==> config.mk <==
export PLATFORM = sky130hd
export DESIGN_NAME = ssa_top
export DESIGN_NICKNAME = d
export VERILOG_FILES = /design/src/include/ssa_pkg.sv /design/src/include/ssa_alert_if.sv /design/src/core/ssa_alert.sv /design/src/core/ssa_top.sv
export SDC_FILE = /design/constraint.sdc
export NUM_CORES = 1
export LEC_CHECK = 0
export BUFFER_PORTS_ARGS = -buffer_cell sky130_fd_sc_hd__buf_4
export CAP_MARGIN = 20
export CORE_MARGIN = 3
export CORE_UTILIZATION = 30
export CTS_BUF_LIST = sky130_fd_sc_hd__clkbuf_16
export CTS_CLUSTER_DIAMETER = 200
export DETAILED_ROUTE_END_ITERATION = 7
export PLACE_DENSITY = 0.57
export SKIP_LAST_GASP = 1
export SYNTH_ARGS = -nofsm -noshare
export SYNTH_HDL_FRONTEND = slang
export SYNTH_SLANG_ARGS = --single-unit
==> constraint.sdc <==
create_clock -name CLOCK -period 6.5 [get_ports CLOCK]
set_input_delay 0.975 -clock CLOCK [delete_from_list [all_inputs] [get_ports CLOCK]]
set_output_delay 0.975 -clock CLOCK [all_outputs]
set_load 0.05 [all_outputs]
==> src/include/ssa_pkg.sv <==
// Constants and types shared by the bus slave and its alert logic
package ssa_pkg;
    localparam int          ADDR_W          = 7;
    localparam logic [2:0]  PRIMARY_HI      = 3'h2;
    localparam logic [6:0]  BCAST_ADDR      = 7'h30;
    localparam logic [6:0]  ARA_ADDR        = 7'h0c;
    localparam logic [3:0]  BYTE_BITS       = 4'h8;
    localparam int          NUM_PORTS       = 4;
    localparam int          EVENTS_PER_PORT = 4;
    localparam int          NUM_EVENTS      = NUM_PORTS * EVENTS_PER_PORT;
    localparam logic [7:0]  BYTE_RESET      = 8'h00;
    localparam logic        RW_READ         = 1'b1;

    typedef enum logic [2:0] {
        ST_IDLE,
        ST_ADDR,
        ST_ADDR_ACK,
        ST_WRITE,
        ST_WRITE_ACK,
        ST_READ,
        ST_READ_ACK
    } ssa_state_t;

    typedef enum logic [1:0] {
        KIND_PRIMARY,
        KIND_BCAST,
        KIND_ALERT
    } ssa_kind_t;
endpackage

==> src/include/ssa_alert_if.sv <==
// Link between the bus slave and the alert logic
`timescale 1ns/10ps
interface ssa_alert_if;
    logic int_active;
    logic ara_won;

    modport slave (input int_active, output ara_won);
    modport alert (output int_active, input ara_won);
endinterface

==> src/core/ssa_alert.sv <==
// Sticky port events, enable gating and the shared interrupt request
`timescale 1ns/10ps
module ssa_alert
    import ssa_pkg::*;
#(
    parameter int N_EVENTS = ssa_pkg::NUM_EVENTS
) (
    input  wire logic                clk,
    input  wire logic                rst_n,
    input  wire logic [N_EVENTS-1:0] event_pulse,
    input  wire logic [N_EVENTS-1:0] event_enable,
    input  wire logic [N_EVENTS-1:0] event_clear,
    output logic      [N_EVENTS-1:0] pending,
    ssa_alert_if.alert               link
);
    logic [N_EVENTS-1:0] pending_reg;
    logic [N_EVENTS-1:0] pending_next;
    logic                hush_reg;
    logic                hush_next;
    logic                new_event;

    // Set beats clear when both land in one cycle
    assign new_event    = |(event_pulse & event_enable);                  // RULE5
    assign pending_next = (pending_reg & ~event_clear)
                        | (event_pulse & event_enable);                   // RULE5
    // Winning the alert response quiets the line until a fresh event
    assign hush_next    = new_event ? 1'b0
                        : (link.ara_won | hush_reg);                      // RULE9
    assign link.int_active = |pending_reg & ~hush_reg;                // RULE5
    assign pending      = pending_reg;

    always_ff @(posedge clk or negedge rst_n) begin
        if (!rst_n) begin
            pending_reg <= '0;
            hush_reg    <= 1'b0;
        end else begin
            pending_reg <= pending_next;
            hush_reg    <= hush_next;
        end
    end
endmodule

==> src/core/ssa_top.sv <==
// Slave-only two-wire bus front end with address decode and alert response
//
// How it works
// RULE1: Answer address 010 plus four select pins.
// RULE2: Accept broadcast address 0110000b writes too.
// RULE3: Acknowledge alert response address only while interrupting.
// RULE4: One address reaches all four ports.
// RULE5: Enabled port events assert the interrupt low.
// RULE6: Interrupt is open drain, shareable by many.
// RULE7: Joined data pins act as normal SDA.
// RULE8: Slave only; never starts a transfer.
// RULE9: Alert response returns own address, with arbitration.
`timescale 1ns/10ps
module ssa_top
    import ssa_pkg::*;
#(
    parameter int N_EVENTS = ssa_pkg::NUM_EVENTS
) (
    input  wire logic                CLOCK,
    input  wire logic                RESETN,
    input  wire logic                SCL,
    input  wire logic                SERIAL_DATA_IN_PIN,
    output logic                     SERIAL_DATA_OUT_PIN,
    output logic                     SERIAL_DATA_OE_N,
    output logic                     INT_OUT,
    output logic                     INT_OE_N,
    input  wire logic                ADDR_SELECT_BIT3,
    input  wire logic                ADDR_SELECT_BIT2,
    input  wire logic                ADDR_SELECT_BIT1,
    input  wire logic                ADDR_SELECT_BIT0,
    input  wire logic [N_EVENTS-1:0] PORT_EVENT,
    input  wire logic [N_EVENTS-1:0] EVENT_ENABLE,
    input  wire logic [N_EVENTS-1:0] EVENT_CLEAR,
    output logic      [N_EVENTS-1:0] EVENT_PENDING,
    output logic                     WR_VALID,
    output logic      [7:0]          WR_DATA,
    output logic                     WR_FIRST,
    output logic                     WR_BCAST,
    output logic                     RD_REQ,
    input  wire logic [7:0]          RD_DATA
);
    import ssa_pkg::*;

    ssa_alert_if alert_link ();

    ssa_alert #(.N_EVENTS(N_EVENTS)) u_alert (
        .clk          (CLOCK),
        .rst_n        (RESETN),
        .event_pulse  (PORT_EVENT),
        .event_enable (EVENT_ENABLE),
        .event_clear  (EVENT_CLEAR),
        .pending      (EVENT_PENDING),
        .link         (alert_link.alert)
    );

    ssa_state_t state_reg;
    ssa_state_t state_next;
    ssa_kind_t  kind_reg;
    ssa_kind_t  kind_next;
    logic [3:0] cnt_reg;
    logic [3:0] cnt_next;
    logic [7:0] shift_reg;
    logic [7:0] shift_next;
    logic       drive_reg;
    logic       drive_next;
    logic       first_reg;
    logic       first_next;
    logic       rw_reg;
    logic       rw_next;
    logic       wr_valid_reg;
    logic       wr_valid_next;
    logic [7:0] wr_data_reg;
    logic       wr_first_reg;
    logic       wr_bcast_reg;
    logic       rd_req_reg;
    logic       rd_req_next;
    logic       won_reg;
    logic       won_next;
    logic       scl_reg;
    logic       scl_prev_reg;
    logic       sda_reg;
    logic       sda_prev_reg;

    // Bus edges and conditions
    logic       scl_rise;
    logic       scl_fall;
    logic       bus_start;
    logic       bus_stop;
    logic       byte_done;
    logic [6:0] own_addr;
    logic [6:0] rx_addr;
    logic       hit_primary;
    logic       hit_bcast;
    logic       hit_alert;
    logic [7:0] load_byte;
    logic [7:0] shift_out;

    assign scl_rise  = scl_reg & ~scl_prev_reg;
    assign scl_fall  = ~scl_reg & scl_prev_reg;
    assign bus_start = scl_reg & scl_prev_reg & sda_prev_reg & ~sda_reg;
    assign bus_stop  = scl_reg & scl_prev_reg & ~sda_prev_reg & sda_reg;
    assign byte_done = (cnt_reg == BYTE_BITS);

    assign own_addr  = {PRIMARY_HI, ADDR_SELECT_BIT3, ADDR_SELECT_BIT2,
                        ADDR_SELECT_BIT1, ADDR_SELECT_BIT0};          // RULE1
    assign rx_addr   = shift_reg[7:1];
    // One address for the whole four-port group
    assign hit_primary = (rx_addr == own_addr);                        // RULE4
    assign hit_bcast   = (rx_addr == BCAST_ADDR) & ~shift_reg[0];      // RULE2
    assign hit_alert   = (rx_addr == ARA_ADDR) & shift_reg[0]
                       & alert_link.int_active;                        // RULE3
    assign load_byte   = (kind_reg == KIND_ALERT) ?
                         {own_addr, RW_READ} : RD_DATA;                // RULE9
    assign shift_out   = {shift_reg[6:0], 1'b0};

    always_comb begin
        state_next    = state_reg;
        kind_next     = kind_reg;
        cnt_next      = cnt_reg;
        shift_next    = shift_reg;
        drive_next    = drive_reg;
        first_next    = first_reg;
        rw_next       = rw_reg;
        wr_valid_next = 1'b0;
        rd_req_next   = 1'b0;
        won_next      = 1'b0;
        if (bus_start) begin
            state_next = ST_ADDR;
            cnt_next   = '0;
            drive_next = 1'b0;
        end else if (bus_stop) begin
            state_next = ST_IDLE;
            drive_next = 1'b0;
        end else begin
            unique case (state_reg)
                ST_IDLE: begin
                    drive_next = 1'b0;
                end
                ST_ADDR, ST_WRITE: begin
                    if (scl_rise) begin
                        shift_next = {shift_reg[6:0], sda_reg};       // RULE7
                        cnt_next   = cnt_reg + 4'h1;
                    end else if (scl_fall && byte_done) begin
                        cnt_next = '0;
                        if (state_reg == ST_WRITE) begin
                            drive_next    = 1'b1;
                            wr_valid_next = 1'b1;
                            state_next    = ST_WRITE_ACK;
                        end else if (hit_primary | hit_bcast | hit_alert) begin
                            drive_next = 1'b1;                         // RULE1
                            rw_next    = shift_reg[0];
                            first_next = 1'b1;
                            kind_next  = hit_alert ? KIND_ALERT :
                                         (hit_bcast ? KIND_BCAST :
                                          KIND_PRIMARY);
                            state_next = ST_ADDR_ACK;
                        end else begin
                            state_next = ST_IDLE;                      // RULE3
                        end
                    end
                end
                ST_ADDR_ACK: begin
                    if (scl_rise && rw_reg && kind_reg != KIND_ALERT) begin
                        rd_req_next = 1'b1;
                    end else if (scl_fall) begin
                        cnt_next = '0;
                        if (rw_reg) begin
                            shift_next = load_byte;
                            drive_next = ~load_byte[7];
                            state_next = ST_READ;
                        end else begin
                            drive_next = 1'b0;
                            state_next = ST_WRITE;
                        end
                    end
                end
                ST_WRITE_ACK: begin
                    if (scl_fall) begin
                        drive_next = 1'b0;
                        first_next = 1'b0;
                        state_next = ST_WRITE;
                    end
                end
                ST_READ: begin
                    if (scl_rise) begin
                        cnt_next = cnt_reg + 4'h1;
                        // Released a one but the line reads low: lost
                        if (kind_reg == KIND_ALERT && !drive_reg
                            && !sda_reg) begin
                            drive_next = 1'b0;                         // RULE9
                            state_next = ST_IDLE;
                        end
                    end else if (scl_fall) begin
                        if (byte_done) begin
                            drive_next = 1'b0;
                            cnt_next   = '0;
                            won_next   = (kind_reg == KIND_ALERT);     // RULE9
                            state_next = (kind_reg == KIND_ALERT) ?
                                         ST_IDLE : ST_READ_ACK;
                        end else begin
                            shift_next = shift_out;
                            drive_next = ~shift_out[7];
                        end
                    end
                end
                ST_READ_ACK: begin
                    if (scl_rise) begin
                        if (sda_reg) begin
                            state_next = ST_IDLE;
                        end else begin
                            rd_req_next = 1'b1;
                        end
                    end else if (scl_fall) begin
                        shift_next = load_byte;
                        drive_next = ~load_byte[7];
                        state_next = ST_READ;
                    end
                end
                default: begin
                    state_next = ST_IDLE;
                    drive_next = 1'b0;
                end
            endcase
        end
    end

    always_ff @(posedge CLOCK or negedge RESETN) begin
        if (!RESETN) begin
            scl_reg      <= 1'b1;
            scl_prev_reg <= 1'b1;
            sda_reg      <= 1'b1;
            sda_prev_reg <= 1'b1;
        end else begin
            scl_reg      <= SCL;
            scl_prev_reg <= scl_reg;
            sda_reg      <= SERIAL_DATA_IN_PIN;                         // RULE7
            sda_prev_reg <= sda_reg;
        end
    end

    always_ff @(posedge CLOCK or negedge RESETN) begin
        if (!RESETN) begin
            state_reg <= ST_IDLE;
            kind_reg  <= KIND_PRIMARY;
            cnt_reg   <= '0;
            shift_reg <= BYTE_RESET;
            drive_reg <= 1'b0;
            first_reg <= 1'b0;
            rw_reg    <= 1'b0;
            won_reg   <= 1'b0;
            rd_req_reg <= 1'b0;
        end else begin
            state_reg <= state_next;
            kind_reg  <= kind_next;
            cnt_reg   <= cnt_next;
            shift_reg <= shift_next;
            drive_reg <= drive_next;
            first_reg <= first_next;
            rw_reg    <= rw_next;
            won_reg   <= won_next;
            rd_req_reg <= rd_req_next;
        end
    end

    // Received byte handed to the register side
    always_ff @(posedge CLOCK or negedge RESETN) begin
        if (!RESETN) begin
            wr_valid_reg <= 1'b0;
            wr_data_reg  <= BYTE_RESET;
            wr_first_reg <= 1'b0;
            wr_bcast_reg <= 1'b0;
        end else begin
            wr_valid_reg <= wr_valid_next;
            if (wr_valid_next) begin
                wr_data_reg  <= shift_reg;
                wr_first_reg <= first_reg;
                wr_bcast_reg <= (kind_reg == KIND_BCAST);              // RULE2
            end
        end
    end

    assign alert_link.ara_won = won_reg;
    // Open drain: only ever pulls low, never drives high
    assign SERIAL_DATA_OUT_PIN = 1'b0;                                 // RULE8
    assign SERIAL_DATA_OE_N    = ~drive_reg;                           // RULE7
    assign INT_OUT             = 1'b0;
    assign INT_OE_N            = ~alert_link.int_active;               // RULE6
    assign WR_VALID            = wr_valid_reg;
    assign WR_DATA             = wr_data_reg;
    assign WR_FIRST            = wr_first_reg;
    assign WR_BCAST            = wr_bcast_reg;
    assign RD_REQ              = rd_req_reg;
endmodule

==> flow_summary.rst, run 1 <==
.. list-table::
   :header-rows: 1

   * - Metric
     - Value
   * - Final ANT Viol Nets
     - 0
   * - Count of hold-fix buffers inserted at cts
     - 0
   * - Routed via count
     - 2573
   * - Maximum VDD drop
     - around 0.16 mV
   * - Wire length per cell after detailed routing
     - roughly 15 um
   * - Worst Path Class, Setup
     - register to register
   * - Average vias per placed instance
     - between 4 and 5
   * - Seq/Total Area, Yosys
     - between 40% and 50%
   * - Finished Cell Area
     - roughly 0.0039 sq mm
   * - Post-cts resize count
     - 0
   * - Die width
     - around 110 um
   * - Startpoint types
     - register
   * - Shortest clock period the worst path allows after layout
     - around 2900 ps
   * - Worst Hold Class
     - register to register
   * - Total Die Area
     - 0.01113 sq mm
   * - Maximum fanout count along the critical path
     - 10
   * - Fraction of layout instances using a drive strength above 1
     - approximately 30%
   * - Crit path required time
     - 6670 ps
   * - Number of clock buffers inserted by TritonCTS
     - 5
   * - DP Wirelength
     - between 6000 and 7000 um
   * - Clock tree from TritonCTS
     - yes
   * - Post-route insts no fill
     - 532
   * - Setup-violating endpoint count in the final report
     - 0
   * - Iteration-0 DRC count of the detailed router
     - 142
   * - Vertical extent of the die
     - between 100 and 150 um
   * - Pin count of the biggest net entering global routing
     - 55
   * - Synthesis-stage register bit count
     - 54
   * - Number of flops mapped to enable cells by yosys
     - 0
   * - Global-route usage over all layers
     - 14.64%
   * - Number of placement rows
     - 35
   * - Slew Limit Headroom
     - between 40% and 50%
   * - Final core area utilization
     - between 40% and 50%
   * - Lkg Pwr
     - around 1.9 nW
   * - Aggregate global routing overflow
     - 0
   * - Placed instance area
     - ~0.0037 sq mm
   * - Number of antenna violations at the first check in global routing
     - 0
   * - Highest clock frequency the design can meet
     - 341.1 MHz
   * - Number of buffers on the longest clock path
     - 2
   * - Clock transition time at the flip-flop clock pins of the worst setup and hold paths
     - approximately 70 ps
   * - Commonest cells post-synth
     - 50 x dfrtp_1, 39 x nand2_1, 29 x inv_1
   * - DRC
     - 0
   * - Detailed Routing Iterations Pass 1
     - 4
   * - Number of distinct library cells after synthesis
     - 58
   * - Cell type of the slowest stage on the worst timing path
     - nor3_1
   * - Share of the synthesized area in the top cell type
     - approximately 42%
   * - Dominant cells by area after synthesis
     - dfrtp_1 42%, mux2_1 4.9%, nand2_1 4.9%, o21ai_0 4.2%, inv_1 3.7%
   * - Worst setup EP type
     - register
   * - Maximum Capacitance Violations
     - 0
   * - Clock tree root driver cell
     - clkbuf_16
   * - Vias in the first global route
     - approximately 2600
   * - Floorplan Core Area
     - 0.009415 sq mm
   * - Number of setup buffers added after CTS
     - 0
   * - First-pass GRT wire length
     - roughly 13000 um
   * - Worst hold slack
     - slightly below 400 ps
   * - Dominant cell by count in the synthesized netlist
     - dfrtp_1
   * - Status
     - completed
   * - Synthesized area per cell
     - 9.396 sq um
   * - Count of nets after finishing
     - 471
   * - Portion of the clock cycle consumed by the worst path in the final layout
     - between 40% and 50%
   * - Worst-margin pin slew
     - about 780 ps
   * - Maximum level of the CTS H-tree
     - 2
   * - Cell type contributing the most total cell area after synthesis
     - dfrtp_1
   * - Skew final
     - between 8 and 9 ps
   * - Filler instances
     - 955
   * - Final-layout setup total negative slack
     - 0 ps
   * - Ports placed on the boundary
     - between 90 and 100
   * - Layout overhead on the synthesized area
     - 30.80%
   * - Number of instances in the synthesized netlist
     - approximately 320
   * - Data arrival time at the worst-slack endpoint
     - 3110 ps
   * - Dominant synthesized flop cell
     - dfrtp_1
   * - Clk_lat worst skew
     - slightly below 300 ps
   * - Total detailed-routing wirelength
     - slightly below 8000 um
   * - Critical Path Max Stage Delay
     - 670 ps
   * - Area of the mapped netlist
     - 0.002969 sq mm
   * - Placed cells
     - around 520
   * - Power Density
     - approximately 320 mW/mm^2
   * - Flip-flop count of the largest register, all copies and words added
     - 16
   * - IO Port Bufs
     - a little over 90
   * - Slew Limit Fails
     - 0
   * - FFs w/ async S/R, synth
     - 100.0%
   * - Initial cell density of the core
     - approximately a third
   * - Clock Sinks
     - 54
   * - Gp weighted congestion
     - a little over 0.9
   * - Minimum setup slack among reg-to-reg paths
     - roughly 3600 ps
   * - Synthesis Warnings
     - 0
   * - Setup repair after global routing missed its margin
     - no
   * - Critical-path cell list
     - ha_1, inv_1, a211oi_1, a31oi_1, nor3_1, buf_2, mux2_1
   * - Final hold viol count
     - 0
   * - Antenna fix cells
     - 0
## through the flow
stage	total power, mW	setup slack (ps)
floorplan	0.8526	4176
CTS	1.256	3594
detailed placement	0.9855	3628
global placement	0.9783	3500
global route	1.339	3384
finish	1.246	3569
## layout make-up
class | instances | area, sq um | area share, %
Clock inverter | 3 | 20.02 | 0.5155
Clock buffer | 5 | 125.1 | 3.222
Sequential cell | 54 | 1356 | 34.92
Inverter | 29 | 108.9 | 2.803
Multi-Input combinational cell | 218 | 1409 | 36.28
Tap cell | 129 | 161.4 | 4.156
Timing Repair Buffer | 94 | 703.2 | 18.11
## report_power, final
| group | total, mW | internal [mW] | leakage, nW | switching (mW) |
|---|---|---|---|---|
| sequential | 0.500 | 0.394 | 0.677 | 0.105 |
| combinational | 0.482 | 0.216 | 1.13 | 0.266 |
| clock | 0.264 | 0.143 | 0.0679 | 0.121 |
| total | 1.25 | 0.754 | 1.87 | 0.492 |
## worst paths after layout
check,startpoint,endpoint,cells after the start
min,scl_reg,scl_prev_reg,0
max in group asynchronous,RESETN,drive_reg,1
min in group asynchronous,RESETN,u_alert.pending[3],1
min reg2reg,scl_reg,scl_prev_reg,0
max reg2reg,scl_reg,shift_reg[4],7
max,scl_reg,shift_reg[4],7
## placed cells by master, fill, tap and decap left out, types with 3 or more instances in the layout
cell,synthesis,routed
and4_1,4,4
mux2i_1,4,4
and2_1,3,3
nor2_1,13,13
nand3_1,10,10
and3_1,3,3
clkbuf_16,0,5
a31oi_1,11,11
nor4_1,7,7
nand2b_1,9,9
mux2_1,13,13
ha_1,5,5
a21oi_1,4,4
o221ai_1,3,3
nand2_1,39,39
dfstp_2,4,4
nor3_1,9,9
xor2_1,5,5
nor2b_1,4,4
o21ai_1,4,4
inv_1,29,29
mux2_2,3,3
dfrtp_1,50,50
buf_4,3,93
o21ai_0,25,25
## logic make-up after synthesis
kind of cell	count (synthesis)	share of synthesized area, %
AOI/OAI and AO/OA	66	14.45
muxes	20	7.417
xor gates and xnor gates	5	1.475
DFF	54	45.68
other	1	0.1263
buffers and inverters	45	6.995
adders and majority gates	5	2.107
and+or+nand+nor	120	21.74
## critical path: cells and delay by family (launching register included)
kind                       cells  cell delay, ps
AOI/OAI and AO/OA              2             390
adders and majority gates      1             380
buffers and inverters          2             490
DFF                            1             560
muxes                          1             330
and+or+nand+nor                1             670
## routing by layer
layer	GRT usage, %	part of all wire (%)	vias to the layer above	wire length, um
li1	-	-	1272	-
met1	19.91	45	1162	3601
met2	23.50	44	133	3495
met3	3.797	9.8	6	777
met4	3.093	0.83	0	66
met5	0	0	-	0
Note: power is estimated with default switching activity, not from simulation.
==> run 2: changes to the inputs <==
==> constraint.sdc (replaced) <==
create_clock -name CLOCK -period 3 [get_ports CLOCK]
set_input_delay 0.45 -clock CLOCK [delete_from_list [all_inputs] [get_ports CLOCK]]
set_output_delay 0.45 -clock CLOCK [all_outputs]
set_load 0.05 [all_outputs]
==> flow_summary.rst, run 2 (synthesized netlist as in run 1, its figures left out) <==
.. list-table::
   :header-rows: 1

   * - Metric
     - Value
   * - Maximum fanout count along the critical path
     - 11 (was 10)
   * - Shortest clock period the worst path allows after layout
     - 2328 ps (was 2931 ps)
   * - Post-cts resize count
     - 0 (unchanged)
   * - Worst hold slack
     - 194.1 ps (was 390.9 ps)
   * - Die width
     - 105.5 um (unchanged)
   * - Final ANT Viol Nets
     - 0 (unchanged)
   * - Worst-margin pin slew
     - 688.5 ps (was 778.0 ps)
   * - Clock transition time at the flip-flop clock pins of the worst setup and hold paths
     - 80 ps (was 70 ps)
   * - Gp weighted congestion
     - 0.9071 (was 0.9069)
   * - Floorplan Core Area
     - 0.009415 sq mm (unchanged)
   * - Final hold viol count
     - 0 (unchanged)
   * - Maximum level of the CTS H-tree
     - 2 (unchanged)
   * - Highest clock frequency the design can meet
     - 429.5 MHz (was 341.1 MHz)
   * - Slew Limit Headroom
     - 54.10% (was 47.73%)
   * - Clock tree root driver cell
     - clkbuf_16 (unchanged)
   * - Iteration-0 DRC count of the detailed router
     - 173 (was 142)
   * - Antenna fix cells
     - 0 (unchanged)
   * - Vertical extent of the die
     - 105.5 um (unchanged)
   * - Number of placement rows
     - 35 (unchanged)
   * - Wire length per cell after detailed routing
     - 15.17 um (was 14.92 um)
   * - Count of hold-fix buffers inserted at cts
     - 0 (unchanged)
   * - Total Die Area
     - 0.01113 sq mm (unchanged)
   * - Maximum Capacitance Violations
     - 0 (unchanged)
   * - Pin count of the biggest net entering global routing
     - 55 (unchanged)
   * - Leading cell types in the layout, fill and taps excluded
     - 96 x buf_4, 50 x dfrtp_1, 39 x nand2_1 (was 93 x buf_4, 50 x dfrtp_1, 39 x nand2_1)
   * - IO Port Bufs
     - 93 (unchanged)
   * - DP Wirelength
     - 6212 um (was 6156 um)
   * - Area occupied by multi-input gates
     - 0.001409 sq mm (unchanged)
   * - Most common cell after layout, fill and taps aside
     - buf_4 (unchanged)
   * - Fraction of layout instances using a drive strength above 1
     - 30.37% (was 29.78%)
   * - Flip-flop count of the largest register, all copies and words added
     - 16 (unchanged)
   * - Clock tree from TritonCTS
     - yes (unchanged)
   * - Aggregate global routing overflow
     - 0 (unchanged)
   * - Routed via count
     - 2605 (was 2573)
   * - Portion of the clock cycle consumed by the worst path in the final layout
     - 77.61% (was 45.10%)
   * - Worst Hold Class
     - input port to asynchronous set/reset pin (was register to register)
   * - Worst setup EP type
     - register (unchanged)
   * - Global-route usage over all layers
     - 14.79% (was 14.64%)
   * - Startpoint types
     - register (unchanged)
   * - Number of antenna violations at the first check in global routing
     - 0 (unchanged)
   * - DRC
     - 0 (unchanged)
   * - Vias in the first global route
     - 2601 (was 2631)
   * - Final-layout setup total negative slack
     - 0 ps (unchanged)
   * - First-pass GRT wire length
     - 13430 um (was 13270 um)
   * - Slew Limit Fails
     - 0 (unchanged)
   * - Maximum VDD drop
     - 0.3068 mV (was 0.1603 mV)
   * - Setup repair after global routing missed its margin
     - no (unchanged)
   * - Number of setup buffers added after CTS
     - 0 (unchanged)
   * - Layout overhead on the synthesized area
     - 31.69% (was 30.80%)
   * - Clk_lat worst skew
     - 300 ps (was 290 ps)
   * - Average vias per placed instance
     - 4.878 (was 4.836)
   * - Clock Sinks
     - 54 (unchanged)
   * - Detailed Routing Iterations Pass 1
     - 4 (unchanged)
   * - Initial cell density of the core
     - 31.53% (unchanged)
   * - Crit path required time
     - 3190 ps (was 6670 ps)
   * - Number of clock buffers inserted by TritonCTS
     - 5 (unchanged)
   * - Data arrival time at the worst-slack endpoint
     - 2510 ps (was 3110 ps)
   * - Ports placed on the boundary
     - 96 (unchanged)
   * - Skew final
     - 13.05 ps (was 8.120 ps)
   * - Power Density
     - 704.3 mW/mm^2 (was 320.8 mW/mm^2)
   * - Total detailed-routing wirelength
     - 8103 um (was 7940 um)
   * - Count of nets after finishing
     - 473 (was 471)
   * - Area taken by flip-flops and latches
     - 0.001356 sq mm (unchanged)
   * - Worst Path Class, Setup
     - register to register (unchanged)
   * - Setup-violating endpoint count in the final report
     - 0 (unchanged)
   * - Number of buffers on the longest clock path
     - 2 (unchanged)
   * - Status
     - completed (unchanged)
   * - Filler instances
     - 953 (was 955)
   * - Lkg Pwr
     - 1.892 nW (was 1.874 nW)
-- run 2: cell count changes in the layout (fill, tap and decap cells not counted), sizes merged --
cell / delta
buf: +2
clkinvlp: -1
inv: +1
-- run 2: per-layer routing --
metal / wire length, um / track usage [%]
met1: 3708 / 20.83
met2: 3473 / 22.27
met3: 846 / 4.409
met4: 74 / 3.468
met5: 0 / 0
-- run 2: power breakdown --
group	total [mW]	internal, mW	leakage (nW)	switching, mW
clock network	0.612	0.321	0.0763	0.291
registers	1.07	0.854	0.677	0.219
logic	1.07	0.481	1.14	0.587
total	2.75	1.66	1.89	1.10
-- run 2: path summary, 6_finish.rpt --
path                       startpoint                  to  slack [ps]  cells after the start
setup / recovery              scl_reg        shift_reg[3]         670                      7
hold / removal                 RESETN  u_alert.pending[3]         190                      1
setup reg to reg              scl_reg        shift_reg[3]         670                      7
hold reg to reg               scl_reg        scl_prev_reg         390                      0
max in group asynchronous      RESETN           drive_reg        2350                      1
min in group CLOCK                SCL             scl_reg         260                      1
-- run 2: layout make-up --
class | count | share of cell area [%]
clock buffers | 5 | 3.200
well taps | 129 | 4.128
repair buffers | 96 | 18.43
flip-flops and latches | 54 | 34.69
multi-input cells | 218 | 36.03
inverters | 29 | 2.784
clock inverters | 3 | 0.7360
-- run 2: worst max-delay path: stages, from the launching register on --
cell and delay [ps]:
dfstp_2 560, ha_1 380, inv_1 200, a211oi_1 280
a31oi_1 70, nor3_1 190, buf_4 210, mux2_2 340
-- run 2: through the flow --
stage               setup WS [ps]  total power [mW]  std cells  cell area, sq um  utilization, %
floorplan                   874.9             1.847        317              2973               -
global placement            726.4             2.140        526              3756           39.89
detailed placement          663.2             2.151        526              3756           39.89
CTS                         663.8             2.769        534              3910           41.53
global route                474.1             2.947        534              3910           41.53
finish                      671.8             2.754        534              3910           41.53
